$ cat src/hdl/gp_pkg.sv
// Constants for the two-port general I/O block with its high pin-change mask
package gp_pkg;

	localparam int GP_PORT_W = 8;
	localparam int GP_PINS = 16;

	// Register byte addresses
	localparam logic [7:0] GP_ADDR_IN_B = 8'h16;
	localparam logic [7:0] GP_ADDR_DIR_B = 8'h17;
	localparam logic [7:0] GP_ADDR_OUT_B = 8'h18;
	localparam logic [7:0] GP_ADDR_IN_A = 8'h19;
	localparam logic [7:0] GP_ADDR_DIR_A = 8'h1A;
	localparam logic [7:0] GP_ADDR_OUT_A = 8'h1B;
	localparam logic [7:0] GP_ADDR_PC_MASK_HIGH = 8'h22;
	localparam logic [7:0] GP_ADDR_PUE_A = 8'h30;
	localparam logic [7:0] GP_ADDR_PUE_B = 8'h31;
	localparam logic [7:0] GP_ADDR_MICRO_CTRL = 8'h35;
	localparam logic [7:0] GP_ADDR_FLAG = 8'h3A;
	localparam logic [7:0] GP_ADDR_GEN_INT_MASK = 8'h3B;

	// Field positions
	localparam int GP_BIT_PULLUP_DISABLE = 6;
	localparam int GP_BIT_GROUP_EN_B = 5;
	localparam int GP_BIT_GROUP_EN_A = 4;
	localparam int GP_BIT_PC_FLAG = 5;

	// Mask bits 3:0 belong to group a, 7:4 to group b
	localparam int GP_GROUP_SPLIT = 4;

	// Reset values
	localparam logic [7:0] GP_RST_PC_MASK_HIGH = 8'hFF;
	localparam logic [7:0] GP_RST_BYTE = 8'h00;
	localparam logic [15:0] GP_RST_WORD = 16'h0000;
	localparam logic [7:0] GP_READ_ZERO = 8'h00;

endpackage

$ cat src/hdl/gp_io_port.sv
// Two 8-bit general I/O ports with pull-ups, toggle, sleep clamp and high pin-change gating
//
// Notes on behaviour
// - Pins 11:8 detect when mask and group a set
// - Pins 15:12 detect when mask and group b set
// - Cleared mask bit disables that pin's detection
// - Each port: output, direction, read-only input register
// - Writing one to input bit toggles output bit
// - Global pull-up disable kills every pull-up
// - Direction one means output, zero means input
// - Input with output bit one gets pull-up
// - Output pin drives its output bit value
// - Reset makes every pin high impedance, clockless
// - Separate pull-up enable bit switches pull-up
// - Pin level readable, half to 1.5 cycles
// - Falling-edge capture, then rising-edge input register
// - Written value readable one cycle later; software waits
// - Deep sleep clamps digital inputs to ground
// - External interrupt enabled pins escape the clamp
// - Clamp release yields edge on disabled interrupt pin
// - Register writes leave other pins' settings untouched
// - Each pin's logic independent of other pins
// - Enabled change sets shared flag; ack or write clears
//
// Added by the designer: the strobed register port.
`timescale 1ns/10ps
module gp_io_port
	import gp_pkg::*;
(
	input wire logic CLK_I,
	input wire logic RST_I,
	input wire logic [7:0] ADDR_I,
	input wire logic [7:0] WDATA_I,
	input wire logic WE_I,
	input wire logic RE_I,
	output logic [7:0] RDATA_O,
	input wire logic [15:0] PIN_I,
	output logic [15:0] PIN_O,
	output logic [15:0] PIN_OE_N_O,
	output logic [15:0] PULLUP_O,
	input wire logic SLEEP_I,
	input wire logic [15:0] EXT_INT_EN_I,
	input wire logic PC_ACK_I,
	output logic PIN_CHANGE_REQ_O,
	output logic PIN_CHANGE_FLAG_O
);

	logic [15:0] out_q;
	logic [15:0] dir_q;
	logic [15:0] pue_q;
	logic [7:0] pc_mask_q;
	logic pud_q;
	logic group_en_a_q;
	logic group_en_b_q;
	logic flag_q;
	logic flag_d;
	logic [15:0] sync_lat_q;
	logic [15:0] in_q;
	logic [15:0] prev_q;
	logic [15:0] in_clamped;
	logic [7:0] pc_enable;
	logic [7:0] pc_change;
	logic pc_req;
	logic [7:0] rdata_q;
	logic [7:0] rdata_d;
	logic [15:0] toggle;
	logic wr_flag_clear;

	////////////////////////////////////////////////////////////////////////////////
	// Register writes

	// A toggle write never touches direction, so it works on inputs too
	always_comb begin
		toggle = GP_RST_WORD;
		if (WE_I && ADDR_I == GP_ADDR_IN_A) begin
			toggle[GP_PORT_W-1:0] = WDATA_I;
		end
		if (WE_I && ADDR_I == GP_ADDR_IN_B) begin
			toggle[GP_PINS-1:GP_PORT_W] = WDATA_I;
		end
	end

	always_ff @(posedge CLK_I or posedge RST_I) begin
		if (RST_I) begin
			out_q <= GP_RST_WORD;
		end else if (WE_I && ADDR_I == GP_ADDR_OUT_A) begin
			out_q[GP_PORT_W-1:0] <= WDATA_I;
		end else if (WE_I && ADDR_I == GP_ADDR_OUT_B) begin
			out_q[GP_PINS-1:GP_PORT_W] <= WDATA_I;
		end else begin
			out_q <= out_q ^ toggle;
		end
	end

	always_ff @(posedge CLK_I or posedge RST_I) begin
		if (RST_I) begin
			dir_q <= GP_RST_WORD;
		end else if (WE_I && ADDR_I == GP_ADDR_DIR_A) begin
			dir_q[GP_PORT_W-1:0] <= WDATA_I;
		end else if (WE_I && ADDR_I == GP_ADDR_DIR_B) begin
			dir_q[GP_PINS-1:GP_PORT_W] <= WDATA_I;
		end
	end

	always_ff @(posedge CLK_I or posedge RST_I) begin
		if (RST_I) begin
			pue_q <= GP_RST_WORD;
		end else if (WE_I && ADDR_I == GP_ADDR_PUE_A) begin
			pue_q[GP_PORT_W-1:0] <= WDATA_I;
		end else if (WE_I && ADDR_I == GP_ADDR_PUE_B) begin
			pue_q[GP_PINS-1:GP_PORT_W] <= WDATA_I;
		end
	end

	always_ff @(posedge CLK_I or posedge RST_I) begin
		if (RST_I) begin
			pc_mask_q <= GP_RST_PC_MASK_HIGH;
		end else if (WE_I && ADDR_I == GP_ADDR_PC_MASK_HIGH) begin
			pc_mask_q <= WDATA_I;
		end
	end

	always_ff @(posedge CLK_I or posedge RST_I) begin
		if (RST_I) begin
			pud_q <= 1'b0;
		end else if (WE_I && ADDR_I == GP_ADDR_MICRO_CTRL) begin
			pud_q <= WDATA_I[GP_BIT_PULLUP_DISABLE];
		end
	end

	always_ff @(posedge CLK_I or posedge RST_I) begin
		if (RST_I) begin
			group_en_a_q <= 1'b0;
			group_en_b_q <= 1'b0;
		end else if (WE_I && ADDR_I == GP_ADDR_GEN_INT_MASK) begin
			group_en_a_q <= WDATA_I[GP_BIT_GROUP_EN_A];
			group_en_b_q <= WDATA_I[GP_BIT_GROUP_EN_B];
		end
	end

	////////////////////////////////////////////////////////////////////////////////
	// Pin drivers and pull-ups

	// Reset gates the enables directly so pins float even without a clock
	assign PIN_OE_N_O = ~dir_q | {GP_PINS{RST_I}};
	assign PIN_O = out_q;
	// Pull-up enable bit and the input-high setting both count; disable overrides both
	assign PULLUP_O = {GP_PINS{~pud_q & ~RST_I}} & ((~dir_q & out_q) | pue_q);

	////////////////////////////////////////////////////////////////////////////////
	// Input path

	// Sleep clamp holds inputs low except pins with EXT_INT_EN_I set; waking then looks like a rising edge on a high pin
	assign in_clamped = PIN_I & ~({GP_PINS{SLEEP_I}} & ~EXT_INT_EN_I);

	// Falling-edge stage stands in for the clock-high transparent latch
	always_ff @(negedge CLK_I or posedge RST_I) begin
		if (RST_I) begin
			sync_lat_q <= GP_RST_WORD;
		end else begin
			sync_lat_q <= in_clamped;
		end
	end

	// Output writes land here one period later, hence the software wait
	always_ff @(posedge CLK_I or posedge RST_I) begin
		if (RST_I) begin
			in_q <= GP_RST_WORD;
		end else begin
			in_q <= sync_lat_q;
		end
	end

	always_ff @(posedge CLK_I or posedge RST_I) begin
		if (RST_I) begin
			prev_q <= GP_RST_WORD;
		end else begin
			prev_q <= in_q;
		end
	end

	////////////////////////////////////////////////////////////////////////////////
	// Pin-change detection for pins 15:8

	assign pc_enable[GP_GROUP_SPLIT-1:0] = pc_mask_q[GP_GROUP_SPLIT-1:0] & {GP_GROUP_SPLIT{group_en_a_q}};
	assign pc_enable[7:GP_GROUP_SPLIT] = pc_mask_q[7:GP_GROUP_SPLIT] & {GP_GROUP_SPLIT{group_en_b_q}};
	assign pc_change = (in_q[GP_PINS-1:GP_PORT_W] ^ prev_q[GP_PINS-1:GP_PORT_W]) & pc_enable;
	assign pc_req = |pc_change;
	assign PIN_CHANGE_REQ_O = pc_req;

	assign wr_flag_clear = WE_I && ADDR_I == GP_ADDR_FLAG && WDATA_I[GP_BIT_PC_FLAG];

	// A change in the clearing cycle keeps the flag set
	always_comb begin
		flag_d = flag_q;
		if (wr_flag_clear || PC_ACK_I) begin
			flag_d = 1'b0;
		end
		if (pc_req) begin
			flag_d = 1'b1;
		end
	end

	always_ff @(posedge CLK_I or posedge RST_I) begin
		if (RST_I) begin
			flag_q <= 1'b0;
		end else begin
			flag_q <= flag_d;
		end
	end

	assign PIN_CHANGE_FLAG_O = flag_q;

	////////////////////////////////////////////////////////////////////////////////
	// Register reads, one cycle after the strobe

	always_comb begin
		rdata_d = GP_READ_ZERO;
		case (ADDR_I)
			GP_ADDR_IN_A: rdata_d = in_q[GP_PORT_W-1:0];
			GP_ADDR_IN_B: rdata_d = in_q[GP_PINS-1:GP_PORT_W];
			GP_ADDR_OUT_A: rdata_d = out_q[GP_PORT_W-1:0];
			GP_ADDR_OUT_B: rdata_d = out_q[GP_PINS-1:GP_PORT_W];
			GP_ADDR_DIR_A: rdata_d = dir_q[GP_PORT_W-1:0];
			GP_ADDR_DIR_B: rdata_d = dir_q[GP_PINS-1:GP_PORT_W];
			GP_ADDR_PUE_A: rdata_d = pue_q[GP_PORT_W-1:0];
			GP_ADDR_PUE_B: rdata_d = pue_q[GP_PINS-1:GP_PORT_W];
			GP_ADDR_PC_MASK_HIGH: rdata_d = pc_mask_q;
			GP_ADDR_MICRO_CTRL: rdata_d[GP_BIT_PULLUP_DISABLE] = pud_q;
			GP_ADDR_FLAG: rdata_d[GP_BIT_PC_FLAG] = flag_q;
			GP_ADDR_GEN_INT_MASK: begin
				rdata_d[GP_BIT_GROUP_EN_A] = group_en_a_q;
				rdata_d[GP_BIT_GROUP_EN_B] = group_en_b_q;
			end
			default: rdata_d = GP_READ_ZERO;
		endcase
		if (!RE_I) begin
			rdata_d = GP_READ_ZERO;
		end
	end

	always_ff @(posedge CLK_I or posedge RST_I) begin
		if (RST_I) begin
			rdata_q <= GP_READ_ZERO;
		end else begin
			rdata_q <= rdata_d;
		end
	end

	assign RDATA_O = rdata_q;
endmodule

$ cat config.mk
export PLATFORM = sky130hd
export DESIGN_NAME = gp_io_port
export DESIGN_NICKNAME = d
export VERILOG_FILES = /design/src/hdl/gp_pkg.sv /design/src/hdl/gp_io_port.sv
export SDC_FILE = /design/constraint.sdc
export NUM_CORES = 1
export LEC_CHECK = 0
export BUFFER_PORTS_ARGS = -buffer_cell sky130_fd_sc_hd__buf_2
export CAP_MARGIN = 30
export CORE_ASPECT_RATIO = 0.8
export CORE_MARGIN = 4
export CORE_UTILIZATION = 55
export DETAILED_ROUTE_END_ITERATION = 12
export GPL_ROUTABILITY_DRIVEN = 0
export PLACE_DENSITY = 0.83
export SETUP_SLACK_MARGIN = 0.2
export SYNTH_ARGS = -nofsm -noshare
export SYNTH_HDL_FRONTEND = slang
export SYNTH_SLANG_ARGS = --single-unit
export TNS_END_PERCENT = 20
$ cat constraint.sdc
create_clock -name CLK_I -period 14.3 [get_ports CLK_I]
set_input_delay 1.43 -clock CLK_I [delete_from_list [all_inputs] [get_ports CLK_I]]
set_output_delay 1.43 -clock CLK_I [all_outputs]
set_load 0.005 [all_outputs]
==> results of run 1 <==
-- cells in the final DEF (no fill, tap or decap), drive strengths merged, types with 2 or more instances in the layout --
master   instances
buf            113
dfrtp           84
nand2           58
mux2            56
inv             40
xor2            24
a22oi           19
a21oi           19
nor2            19
a21boi          16
dfrtn           16
clkbuf          10
nor3            10
dfstp            8
mux2i            6
a31oi            6
nand3b           5
or3b             5
and3             4
nand2b           3
or2              3
o41ai            3
nor4             3
nor3b            3
a2111oi          3
nor2b            2
or2b             2
a32oi            2
a221oi           2
a22o             2
nand3            2
clkinv           2
-- registers in the layout (all words and copies together) (netlist names) --
| signal | flops |
|---|---|
| PIN_O | 16 |
| dir_q | 16 |
| in_q | 16 |
| pue_q | 16 |
| sync_lat_q | 16 |
| RDATA_O | 8 |
| pc_mask_q | 8 |
| prev_q | 8 |
| PIN_CHANGE_FLAG_O | 1 |
| group_en_a_q | 1 |
| group_en_b_q | 1 |
| pud_q | 1 |
-- routing by layer --
metal | vias up | share of wire [%] | track usage, %
met1 | 1958 | 44 | 37.3
li1 | 1800 | - | -
met2 | 226 | 44 | 37.7
met5 | - | 0 | 0
met4 | 0 | 1.9 | 8.60
met3 | 29 | 9.5 | 5.00
-- through the flow --
step | utilization (%) | instance area [um^2]
2_1_floorplan | - | 5150
3_3_place_gp | 63.3 | 5770
3_5_place_dp | 63.3 | 5770
4_1_cts | 66.5 | 6060
5_1_grt | 66.5 | 6060
6_report | 66.5 | 6060
-- final timing paths --
check | startpoint | endpoint | slack [ns] | depth (start not counted)
setup / recovery | SLEEP_I | sync_lat_q[15]$_DFF_NP0_ | 5.54 | 2
hold / removal | in_q[13]$_DFF_PP0_ | prev_q[13]$_DFF_PP0_ | 0.43 | 0
setup reg to reg | sync_lat_q[10]$_DFF_NP0_ | in_q[10]$_DFF_PP0_ | 6.70 | 0
hold reg to reg | in_q[13]$_DFF_PP0_ | prev_q[13]$_DFF_PP0_ | 0.43 | 0
max in group asynchronous | RST_I | sync_lat_q[0]$_DFF_NP0_ | 5.66 | 2
min in group asynchronous | RST_I | RDATA_O[4]$_DFF_PP0_ | 1.16 | 2
-- report_power, final --
group          internal (mW)  switching [mW]  total, mW  leakage (nW)
clock                  0.123           0.119      0.243         0.143
sequential             0.324          0.0145      0.338          1.40
combinational         0.0312          0.0395     0.0707          1.36
total                  0.478           0.174      0.652          2.90
-- layout make-up --
class,instances,area [um^2],share of cell area (%)
tap,115,144,2.37
clock buffer,10,229,3.78
clock inverter,6,62.6,1.03
multi-input combinational,293,2210,36.4
timing repair buffer,113,571,9.41
inverter,36,138,2.27
sequential,108,2710,44.7
-- cells by family after synthesis --
kind of cell / Yosys count / share of synthesized area [%]
AND/OR/NAND/NOR: 126 / 13.0
flip-flops: 108 / 52.6
AO/OA/AOI/OAI: 80 / 11.3
multiplexers: 63 / 14.4
buffers and inverters: 54 / 4.56
XOR/XNOR: 24 / 4.08
==> flow_summary.ini, run 1 <==
[status]
status = finished clean

[detailed_routing]
drc = 0
wl_per_cell_um = 19.3
final_antenna_net_count = 0
vias = 4013
first_iter_violations = 387
wl_um = 13100
avgViaCountPerCell = 5.89
drt_first_pass_iters = 5

[logic_synthesis]
synth_ff_type = dfrtp_1
yosys_warnings = 0
synthTopCellsByCount = dfrtp_1, nand2_1, mux2_2
postSynthCellCount = 455
synth-edff-count = 0
synthesis.nets = 509
synth_most_common_cell = dfrtp_1
ys_ff_latch = 108
synth_area_leader_cell = dfrtp_1
async_flop_share_pct = 100
ys_types = 59
yosys.area.top_type_share_pct = 40.8
synth_area_per_cell_um2 = 11.3
yosys-top-cells-area = dfrtp_1, mux2_2, dfrtn_1, nand2_1, dfstp_2
synth-seq-area-share_pct = 52.6
syn-cell-area_um2 = 5150

[worst_setup_path]
critical_path_required_ns = 7.33
crit_slowest_cell = buf_2
path_class = input pin to flip-flop
endpoint_kind = flip-flop
cp_top_family = buffers and inverters
path_buf_inv = 1
arrival_ns = 1.79
critical_path_peak_fanout = 16
critical_path.cell_chain = buf_2 -> a21boi_0
slowest_delay_ns = 0.21
cp-start-kind = input pin

[global_routing]
grt_pass1_wl_um = 21200
grt_max_degree = 75
grt_usage_pct = 25.3
antenna_found_initial = 0
grt_pass1_vias = 3992
grt_overflow_total = 0

[placement]
io_buffers = 111
dp_cells = 665
hpwl_um = 9480
post-place-ws_ns = 5.15

[clock_network]
cts-hold-fix-buffers = 0
cts_setup_buffers = 0
cts_made_buffers = 9
cts_buffer_depth = 2
clkLatencyLatePin_ns = 0.35
htree_levels = 3
cts_tree = yes
ctsResizeCount = 0
clk_pin_slew_ns = 0.07
cts.sinks = 108
cts-root-buf = clkbuf_16

[power]
pwr_density_cell_nw_per_um2 = 107
p_leak_nw = 2.90
ir_drop_mv = 0.0688
p_total_mw = 0.652

[sta]
fin_ws_ns = 5.54
max_slew_margin_pct = 42.4
setup_viol = 0
setup_tns_ns = 0
worstMarginPinSlew_ns = 0.864
clock_skew_ns = 0.00567
finalHoldViolations = 0
rsz0062_at_grt = no
maxSlewViolCount = 0
hold_ws_ns = 0.426

[final_layout]
layout.cells.non_filler = 681
diodes = 0
nNetsFinal = 615
drive_gt1_share_pct = 36.7
syn2layout_area_growth_pct = 17.6
fill_cells = 693

[floorplanning]
row_count = 31
core_um2 = 9110
dieArea_um2 = 11000
start_util_pct = 56.6
die_h_um = 94.6
die_width_um = 116
io_pins = 112

[hold_path]
hold_path.class = flip-flop to flip-flop

[job]
timing.max_cap.violations = 0
(Power assumes the default switching activity.)
==> inputs of run 2 (changes only) <==
--- a/config.mk
+++ b/config.mk
@@ -9,10 +9,10 @@
 export CAP_MARGIN = 30
 export CORE_ASPECT_RATIO = 0.8
 export CORE_MARGIN = 4
-export CORE_UTILIZATION = 55
+export CORE_UTILIZATION = 49
 export DETAILED_ROUTE_END_ITERATION = 12
 export GPL_ROUTABILITY_DRIVEN = 0
-export PLACE_DENSITY = 0.83
+export PLACE_DENSITY = 0.78
 export SETUP_SLACK_MARGIN = 0.2
 export SYNTH_ARGS = -nofsm -noshare
 export SYNTH_HDL_FRONTEND = slang
==> constraint.sdc (replaced) <==
create_clock -name CLK_I -period 7.9 [get_ports CLK_I]
set_input_delay 0.79 -clock CLK_I [delete_from_list [all_inputs] [get_ports CLK_I]]
set_output_delay 0.79 -clock CLK_I [all_outputs]
set_load 0.005 [all_outputs]
==> run 2 against run 1 <==
Effect of this change: register-to-register slack got worse by 3.2 ns; critical path type unchanged; clock skew increased by 0.0040 ns; clock power grew 86%; total power increased by 83%; sequential share of layout area down 0.38 points; sequential cell count is the same.
==> flow_summary.ini, run 2 (same netlist as run 1, synthesis figures left out) <==
[worst_setup_path]
cp-start-kind = input pin
path_buf_inv = 1
critical_path_required_ns = 4.12
slowest_delay_ns = 0.21
reg2reg_slack_ns = 3.49
arrival_ns = 1.16
worstReg2RegEnd = in_q[1]$_DFF_PP0_
endpoint_kind = flip-flop
critical_path.cell_chain = buf_2 -> a21boi_0
cp_top_family = buffers and inverters
timing.rr.start = sync_lat_q[1]$_DFF_NP0_
critical_path_peak_fanout = 16
crit_slowest_cell = buf_2
path_class = input pin to flip-flop
rr_worst_depth = 0

[floorplanning]
die_h_um = 99.7
io_pins = 112
die_width_um = 123
core_um2 = 10200
row_count = 33
start_util_pct = 50.3
dieArea_um2 = 12200

[detailed_routing]
drt_first_pass_iters = 5
drc = 0
wl_um = 13100
first_iter_violations = 345
vias = 3921
wl_per_cell_um = 18.6
final_antenna_net_count = 0
avgViaCountPerCell = 5.55

[clock_network]
clk_pin_slew_ns = 0.08
cts-root-buf = clkbuf_16
cts_tree = yes
htree_levels = 3
clkLatencyLatePin_ns = 0.36
cts_buffer_depth = 2
cts_made_buffers = 9
cts-hold-fix-buffers = 0
cts_setup_buffers = 0
cts.sinks = 108
ctsResizeCount = 0

[sta]
maxSlewViolCount = 0
clock_skew_ns = 0.00965
rsz0062_at_grt = no
worstMarginPinSlew_ns = 0.872
hold_ws_ns = 0.421
fin_ws_ns = 2.96
finalHoldViolations = 0
max_slew_margin_pct = 41.9
setup_viol = 0
setup_tns_ns = 0

[power]
switchingPower_mw = 0.321
pwr_density_cell_nw_per_um2 = 195
swShare_pct = 26.9
power_frac_seq_pct = 51.4
clkPwrFrac_pct = 37.9
power_frac_comb_pct = 10.7
p_int_mw = 0.870
p_leak_nw = 2.91
ir_drop_mv = 0.107

[hold_path]
hold_path.startpoint = in_q[8]$_DFF_PP0_
hold_path_end = prev_q[8]$_DFF_PP0_
whs_path_depth = 0
hold_path.class = flip-flop to flip-flop

[placement]
dp_cells = 690
post_dp_cell_area_um2 = 5800
io_buffers = 111
hpwl_um = 9470
post-place-ws_ns = 2.58

[status]
status = finished clean

[global_routing]
grt_pass1_vias = 3870
grt_max_degree = 77
grt_pass1_wl_um = 20700
antenna_found_initial = 0
grt_usage_pct = 22.1
grt_overflow_total = 0

[final_layout]
layout.cells.non_filler = 706
mostFrequentLayoutCell = buf_2
final_cell_mix = buf_2, dfrtp_1, nand2_1, mux2_2, inv_1
syn2layout_area_growth_pct = 18.6
drive_gt1_share_pct = 36.9
nNetsFinal = 615
design_area_um2 = 6120
diodes = 0

[job]
timing.max_cap.violations = 0
-- run 2: power by group through the flow --
stage | clock, mW | combinational (mW) | sequential [mW]
2_1_floorplan | 0 | 0.0772 | 0.614
3_3_place_gp | 0 | 0.123 | 0.620
3_5_place_dp | 0 | 0.127 | 0.622
4_1_cts | 0.461 | 0.129 | 0.612
5_1_grt | 0.479 | 0.142 | 0.616
6_report | 0.451 | 0.127 | 0.612
-- run 2: worst max-delay path by stage --
| stage | startpoint | end | slack [ns] | depth (start not counted) |
|---|---|---|---|---|
| floorplan | RST_I | sync_lat_q[0]$_DFF_NP0_ | 1.22 | 2 |
| global placement | SLEEP_I | sync_lat_q[15]$_DFF_NP0_ | 2.68 | 2 |
| detailed placement | SLEEP_I | sync_lat_q[3]$_DFF_NP0_ | 2.58 | 2 |
| CTS | SLEEP_I | sync_lat_q[3]$_DFF_NP0_ | 2.96 | 2 |
| global route | SLEEP_I | sync_lat_q[7]$_DFF_NP0_ | 2.93 | 2 |
| finish | SLEEP_I | sync_lat_q[3]$_DFF_NP0_ | 2.96 | 2 |
-- run 2: metal layers --
layer	routed length (um)	vias up	track usage, %
li1	-	1809	-
met1	5900	1902	32.1
met2	5750	193	32.0
met3	1280	17	5.86
met4	172	0	7.57
met5	0	-	0
-- run 2: layout make-up --
class                      instances  area, um^2
inverter                          36         138
fill                             874        4120
sequential                       108        2710
clock buffer                       9         225
multi-input combinational        293        2210
clock inverter                     7        87.6
tap                              140         175
timing repair buffer             113         571
-- run 2: metrics by stage --
stage	utilization [%]	total power, mW
2_1_floorplan	-	0.691
3_3_place_gp	56.7	0.742
3_5_place_dp	56.7	0.749
4_1_cts	59.7	1.20
5_1_grt	59.7	1.24
6_report	59.7	1.19
